--- src/fault_protect_pkg.sv ---
/*
 * shared constants and carriers for the motor driver fault supervisor.
 * assumes a single 250 MHz core clock; detector flags arrive from analog
 * comparators outside the clock domain.
 */
package fault_protect_pkg;

    // -------------------------------------------------------------------
    // timing
    // -------------------------------------------------------------------
    localparam int unsigned CLK_MHZ          = 250;
    localparam int unsigned TEMP_DEADBAND_NS = 2000;  // plain default, not given
    localparam int unsigned CUR_DEADBAND_NS  = 1000;  // plain default, not given
    localparam int unsigned FLT_PULSE_MIN_NS = 156;
    localparam int unsigned FLT_PULSE_MAX_NS = 312;
    // least times round up, never below one cycle
    localparam int unsigned TEMP_DB_CYC = (TEMP_DEADBAND_NS * CLK_MHZ + 999) / 1000;
    localparam int unsigned CUR_DB_CYC  = (CUR_DEADBAND_NS * CLK_MHZ + 999) / 1000;
    localparam int unsigned PULSE_CYC   = (FLT_PULSE_MIN_NS * CLK_MHZ + 999) / 1000;
    localparam int unsigned PULSE_MAX_CYC = (FLT_PULSE_MAX_NS * CLK_MHZ) / 1000;
    localparam int unsigned CNT_W       = 12;

    // -------------------------------------------------------------------
    // chopping threshold
    // -------------------------------------------------------------------
    localparam int unsigned REF_W    = 12;
    localparam int unsigned REF_GAIN = 5;

    // -------------------------------------------------------------------
    // carriers
    // -------------------------------------------------------------------
    typedef enum logic [1:0] {
        TEMP_OK    = 2'b00,
        TEMP_QUAL  = 2'b01,
        TEMP_SHUT  = 2'b11,
        TEMP_BLIP  = 2'b10
    } temp_state_e;

    typedef struct packed {
        logic temp_raw;
        logic cur_raw_a;
        logic cur_raw_b;
    } detect_s;

    typedef struct packed {
        detect_s            s1;
        detect_s            s2;
        detect_s            s3;
        detect_s            lvl;
        temp_state_e        temp_st;
        logic               temp_shut;
        logic [CNT_W-1:0]   temp_cnt;
        logic [CNT_W-1:0]   cur_cnt;
        logic [CNT_W-1:0]   pulse_cnt;
        logic               cur_latched;
        logic               bridge_en_a;
        logic               bridge_en_b;
        logic               fault_n;
        logic               chop_trip_a;
        logic               chop_trip_b;
    } state_s;

endpackage

--- src/motor_fault_protect.sv ---
/*
 * fault supervisor for a two channel stepping motor bridge driver: filters
 * the over-temperature and over-current detector flags, gates the bridges
 * and drives the active-low fault output; also compares the sense voltage
 * against the reference divided by the fixed gain.
 * assumes detector flags and comparator codes are asynchronous to clk_in,
 * and rstn_in is the power-on or equivalent full reset.
 */
// What this block does
// - chop threshold equals reference divided by five
// - overheating switches off both bridges
// - overheat acts only after deadband persists
// - overheat shutdown recovers automatically when cleared
// - early clear gives short low fault pulse
// - output shorts count as over-current faults
// - over-current qualified through switching-spike deadband
// - over-current switches off both bridges
// - over-current shutdown latches, state held
module motor_fault_protect (
    input  wire logic                                  clk_in,
    input  wire logic                                  rstn_in,
    input  wire logic                                  over_temp_in,
    input  wire logic                                  short_a_in,
    input  wire logic                                  short_b_in,
    input  wire logic [fault_protect_pkg::REF_W-1:0]   ref_code_a_in,
    input  wire logic [fault_protect_pkg::REF_W-1:0]   ref_code_b_in,
    input  wire logic [fault_protect_pkg::REF_W-1:0]   sense_resistor_a_in,
    input  wire logic [fault_protect_pkg::REF_W-1:0]   sense_resistor_b_in,
    output logic                                       bridge_en_a_out,
    output logic                                       bridge_en_b_out,
    output logic                                       over_temp_shutdown_out,
    output logic                                       cur_latched_out,
    output logic                                       fault_n_out,
    output logic                                       chop_trip_a_out,
    output logic                                       chop_trip_b_out
);

    fault_protect_pkg::state_s st_r;
    fault_protect_pkg::state_s st_nxt;

    // -------------------------------------------------------------------
    // filtered detector levels
    // -------------------------------------------------------------------
    // a change counts once the second and third stage agree; until then the
    // last agreed level stands, so one unsettled stage never toggles it
    fault_protect_pkg::detect_s lvl;
    logic                       temp_hot;
    logic                       cur_hit;
    assign lvl.temp_raw  = (st_r.s2.temp_raw == st_r.s3.temp_raw) ? st_r.s2.temp_raw
                                                                   : st_r.lvl.temp_raw;
    assign lvl.cur_raw_a = (st_r.s2.cur_raw_a == st_r.s3.cur_raw_a) ? st_r.s2.cur_raw_a
                                                                     : st_r.lvl.cur_raw_a;
    assign lvl.cur_raw_b = (st_r.s2.cur_raw_b == st_r.s3.cur_raw_b) ? st_r.s2.cur_raw_b
                                                                     : st_r.lvl.cur_raw_b;
    assign temp_hot = lvl.temp_raw;
    assign cur_hit  = lvl.cur_raw_a | lvl.cur_raw_b;

    // -------------------------------------------------------------------
    // next state
    // -------------------------------------------------------------------
    always_comb
    begin
        st_nxt = st_r;
        st_nxt.s1.temp_raw  = over_temp_in;
        st_nxt.s1.cur_raw_a = short_a_in;
        st_nxt.s1.cur_raw_b = short_b_in;
        st_nxt.s2 = st_r.s1;
        st_nxt.s3 = st_r.s2;
        st_nxt.lvl = lvl;

        // over-current: counter restarts on any gap, so spikes never trip
        if (st_r.cur_latched)
        begin
            st_nxt.cur_cnt = st_r.cur_cnt;
        end
        else if (cur_hit)
        begin
            if (st_r.cur_cnt == fault_protect_pkg::CNT_W'(fault_protect_pkg::CUR_DB_CYC - 1))
            begin
                st_nxt.cur_latched = 1'b1;
            end
            else
            begin
                st_nxt.cur_cnt = st_r.cur_cnt + 1'b1;
            end
        end
        else
        begin
            st_nxt.cur_cnt = '0;
        end

        // over-temperature state machine
        unique case (st_r.temp_st)
            fault_protect_pkg::TEMP_OK:
            begin
                st_nxt.temp_cnt = '0;
                if (temp_hot)
                begin
                    st_nxt.temp_st = fault_protect_pkg::TEMP_QUAL;
                end
            end
            fault_protect_pkg::TEMP_QUAL:
            begin
                if (!temp_hot)
                begin
                    st_nxt.temp_st = fault_protect_pkg::TEMP_OK;
                end
                else if (st_r.temp_cnt ==
                         fault_protect_pkg::CNT_W'(fault_protect_pkg::TEMP_DB_CYC - 1))
                begin
                    st_nxt.temp_st = fault_protect_pkg::TEMP_SHUT;
                end
                else
                begin
                    st_nxt.temp_cnt = st_r.temp_cnt + 1'b1;
                end
            end
            fault_protect_pkg::TEMP_SHUT:
            begin
                // clearing at any time while shut: resume and blip fault
                if (!temp_hot)
                begin
                    st_nxt.temp_st   = fault_protect_pkg::TEMP_BLIP;
                    st_nxt.pulse_cnt = '0;
                end
            end
            fault_protect_pkg::TEMP_BLIP:
            begin
                if (temp_hot)
                begin
                    st_nxt.temp_st  = fault_protect_pkg::TEMP_QUAL;
                    st_nxt.temp_cnt = '0;
                end
                else if (st_r.pulse_cnt ==
                         fault_protect_pkg::CNT_W'(fault_protect_pkg::PULSE_CYC - 1))
                begin
                    st_nxt.temp_st = fault_protect_pkg::TEMP_OK;
                end
                else
                begin
                    st_nxt.pulse_cnt = st_r.pulse_cnt + 1'b1;
                end
            end
        endcase

        // shutdown flag kept in its own flop so the output needs no decode
        st_nxt.temp_shut = (st_nxt.temp_st == fault_protect_pkg::TEMP_SHUT);
        // both bridges go off for either fault, never just one channel
        st_nxt.bridge_en_a = !(st_nxt.cur_latched || st_nxt.temp_shut);
        st_nxt.bridge_en_b = st_nxt.bridge_en_a;
        // fault low while shut, and for the short blip after any clear from shutdown
        st_nxt.fault_n = st_nxt.bridge_en_a &&
                         st_nxt.temp_st != fault_protect_pkg::TEMP_BLIP;

        // sense >= ref/5, written as 5*sense >= ref to avoid a divider
        st_nxt.chop_trip_a = ({3'h0, sense_resistor_a_in} * 15'(fault_protect_pkg::REF_GAIN))
                             >= {3'h0, ref_code_a_in};
        st_nxt.chop_trip_b = ({3'h0, sense_resistor_b_in} * 15'(fault_protect_pkg::REF_GAIN))
                             >= {3'h0, ref_code_b_in};
    end

    // -------------------------------------------------------------------
    // state register
    // -------------------------------------------------------------------
    // only this reset releases the over-current latch
    always_ff @(posedge clk_in or negedge rstn_in)
    begin
        if (!rstn_in)
        begin
            st_r             <= '0;
            st_r.bridge_en_a <= 1'b1;
            st_r.bridge_en_b <= 1'b1;
            st_r.fault_n     <= 1'b1;
        end
        else
        begin
            st_r <= st_nxt;
        end
    end

    assign bridge_en_a_out        = st_r.bridge_en_a;
    assign bridge_en_b_out        = st_r.bridge_en_b;
    assign over_temp_shutdown_out = st_r.temp_shut;
    assign cur_latched_out        = st_r.cur_latched;
    assign fault_n_out            = st_r.fault_n;
    assign chop_trip_a_out        = st_r.chop_trip_a;
    assign chop_trip_b_out        = st_r.chop_trip_b;
endmodule

--- config.mk ---
export PLATFORM = sky130hd
export DESIGN_NAME = motor_fault_protect
export DESIGN_NICKNAME = d
export VERILOG_FILES = /design/src/fault_protect_pkg.sv /design/src/motor_fault_protect.sv
export SDC_FILE = /design/constraint.sdc
export NUM_CORES = 1
export LEC_CHECK = 0
export ABC_AREA = 1
export BUFFER_PORTS_ARGS = -buffer_cell sky130_fd_sc_hd__buf_2
export CAP_MARGIN = 30
export CORE_MARGIN = 5
export CORE_UTILIZATION = 54
export CTS_CLUSTER_SIZE = 8
export DETAILED_ROUTE_END_ITERATION = 10
export PLACE_DENSITY = 0.78
export SLEW_MARGIN = 20
export SYNTH_ARGS = -nofsm -noshare
export SYNTH_HDL_FRONTEND = slang
export SYNTH_SLANG_ARGS = --single-unit
--- constraint.sdc ---
create_clock -name clk_in -period 1.5 [get_ports clk_in]
set_clock_uncertainty 0.15 [all_clocks]
set_input_delay 0.15 -clock clk_in [delete_from_list [all_inputs] [get_ports clk_in]]
set_output_delay 0.15 -clock clk_in [all_outputs]
set_load 0.02 [all_outputs]
==> out/metrics.yaml <==
outcome: "finished, violations left"
violations: "setup timing"
hold_violations: 0
async_flop_share_pct: 100
relSlewSlack_pct: 72.1
total_leakage_power_uw: 0.00392
synth_top_cell_by_area: "dfrtp_1"
antenna_found_initial: 0
overflow: 0
synthTopCellsByCount: "185 x nand2_1, 99 x inv_1, 69 x ha_1, 64 x nor2_1, 54 x dfrtp_1"
cts_buffer_depth: 2
synthesis.nets: 817
drt.antenna.violating_nets: 0
worst_slack_ps: -895
yosys_warnings: 0
yosys.area.top_type_share_pct: 26.1
cts_root_buf: "clkbuf_8"
maxCapViolCount: 0
design.core.area_sq_um: 9280
met1_usage_pct: 28.7
diodes: 0
place_congestion: 0.944
yosysSeqAreaShare_pct: 27.1
final_cell_area_sq_um: 7610
path_depth: 17
dp.cells: 981
syn_to_final_growth_pct: 46.9
drc: 0
reg2reg_depth: 12
syn_inst: 693
slowest_stage: "ha_1"
drive_gt1_share_pct: 40.6
synth_edf_count: 0
rows: 35
path_cells: "buf_2 > ha_4 > ha_4 > nand2_1 > nand2_2 > nand2_1 > nand2_2 > a21oi_2 > buf_4 > xnor2_1 > ha_1 > nand2_1 > nor2_1 > nor3_2 > a21oi_2 > nor2_1 > nand2_1"
synth_cell_types: 39
dr.pass1.iters: 5
use_met2_pct: 48.1
grt_pass1_wl_um: 24500
fin_cells: 1020
grt_util_all_layers_pct: 25.6
fmax_mhz: 418
h-tree-depth: 2
setup_viol: 43
nFillCells: 540
worst-r2r-setup-slack_ps: -320
cp_slowest_stage_delay_ps: 300
initial_core_util_pct: 55.8
path_max_fanout: 4
worst_slew_pin_slew_ps: 418
min_period_over_period_pct: 160
endpoint_kind: "flop"
dpl_cell_area_sq_um: 6600
crit_family: "adder cells"
avgSynthCellArea_sq_um: 7.47
drtIter0Drc: 342
tritoncts: "built"
port_buffers: 59
clk_pin_slew_ps: 100
die_w_um: 108
whs_ps: 111
ys.flop_type: "dfrtp_1"
via_count: 5452
cts_made_buffers: 5
hpwl_um: 9880
start_kind: "input port"
drv_slew: 0
grt_max_degree: 29
peakVddDrop_mv: 0.395
rsz0062_at_grt: "yes"
tns_ps: -8470
pin_count: 60
clock_latency_ps: 320
layout_min_cycle_time_ps: 2390
busiest_layer: "met2"
cp.buffers_inverters: 2
hold_class: "in -> async"
die_area_sq_um: 11600
grt.met3_usage_pct: 4.12
totalWireLength_um: 15200
avgViaCountPerCell: 5.35
synth_most_common_cell: "nand2_1"
numClockSinks: 56
wl_per_cell_um: 14.9
worstSetupPathType: "in -> reg"
arrival_ps: 2450
grt_pass1_vias: 5672
cp.required_ps: 1560
ys_seq_elements: 56
cpMostUsedCell: "nand2_1"
die_h_um: 108
powerDensity_nw_per_um2: 682
finalNetCount: 1014
synthTopCellsByArea: "dfrtp_1 26%, ha_1 17%, nand2_1 13%, inv_1 7.2%, nor2_1 4.6%"
netlist_area_sq_um: 5180
worst reg2reg max path: stages, from the launching register on:
cell and delay [ps]:
dfrtp_1 410, inv_2 80, ha_4 120, nand2_2 60, nor3_2 180, nand3_1 140
nand2_2 120, o21ai_4 70, buf_6 120, buf_6 120, clkinv_8 80, nand2_4 50
nand2_2 60
state kept, by name, indices dropped and copies added (netlist names):
signal and cells:
bridge_en_b_out 1, over_temp_shutdown_out 1, fault_n_out 1, chop_trip_a_out 1, st_nxt 6, st_r 44
chop_trip_b_out 1, cur_latched_out 1
logic make-up (layout without fill, tap and decap cells):
logic type               count (synthesis)  count (layout)  synth area share (%)
buffers and inverters                  110             304                  9.04
flip-flops                              56              56                  27.1
XOR/XNOR                                35              35                  5.92
adder cells (fa/ha/maj)                 71              71                  17.4
AND/OR/NAND/NOR                        359             363                  32.8
AO/OA/AOI/OAI                           62              62                  7.71
layout make-up:
type | count | area, sq um | share of cell area [%]
Tap cell | 129 | 161 | 2.12
Timing Repair Buffer | 191 | 1400 | 18.5
Timing Repair inverter | 1 | 7.51 | 0.0987
Clock inverter | 1 | 30.0 | 0.395
Clock buffer | 7 | 96.3 | 1.27
Sequential cell | 56 | 1410 | 18.5
Multi-Input combinational cell | 531 | 4100 | 53.9
Inverter | 104 | 403 | 5.30
path summary, 6_finish.rpt:
| kind | from | end |
|---|---|---|
| max reg2reg | st_r[19] | st_r[28] |
| max in group asynchronous | rstn_in | bridge_en_b_out |
| max | sense_resistor_b_in[4] | chop_trip_b_out |
| min | rstn_in | st_r[13] |
| min reg2reg | st_nxt[53] | st_nxt[50] |
| min in group clk_in | ref_code_a_in[11] | chop_trip_a_out |
stage by stage:
step	setup WS [ps]	power (uW)	utilization, %
after floorplan	-868	2920	-
after global placement	-1090	3600	71.1
after detailed placement	-1160	3690	71.1
after CTS	-729	5010	79.7
after global routing	-1020	5530	81.9
final	-895	5190	81.9
per-layer routing:
layer  vias up  part of all wire, %
met5         -                    0
met2       194                   52
met3        61                  4.9
met4         0                  3.6
met1      2555                   39
li1       2642                    -
cells in the final DEF, fill, tap and decap left out, drive strengths merged, types with 2 or more instances in the layout:
cell type and instances:
a21o 3, a21oi 27, a31oi 2, buf 187, clkbuf 7, dfrtp 54, dfstp 2, dlygate4sd3 4
fa 2, ha 69, inv 103, nand2 199, nand3 43, nand3b 8, nand4 21, nor2 72
nor3 19, o21a 2, o21ai 24, o21bai 4, xnor2 10, xor2 25
power breakdown:
part	switching, uW	internal (uW)	total, uW
combinational	1230	1180	2410
sequential	75.1	1600	1670
clock	508	590	1100
what timing repair did:
item                       in CTS  in global routing
setup endpoints to repair      43                 43
pin swaps                      55                 27
hold buffers                    4                  0
hold endpoints to repair       57                  0
buffers inserted               16                  6
resized for setup              90                 43
cloned                          6                  0
(Power assumes the default switching activity.)
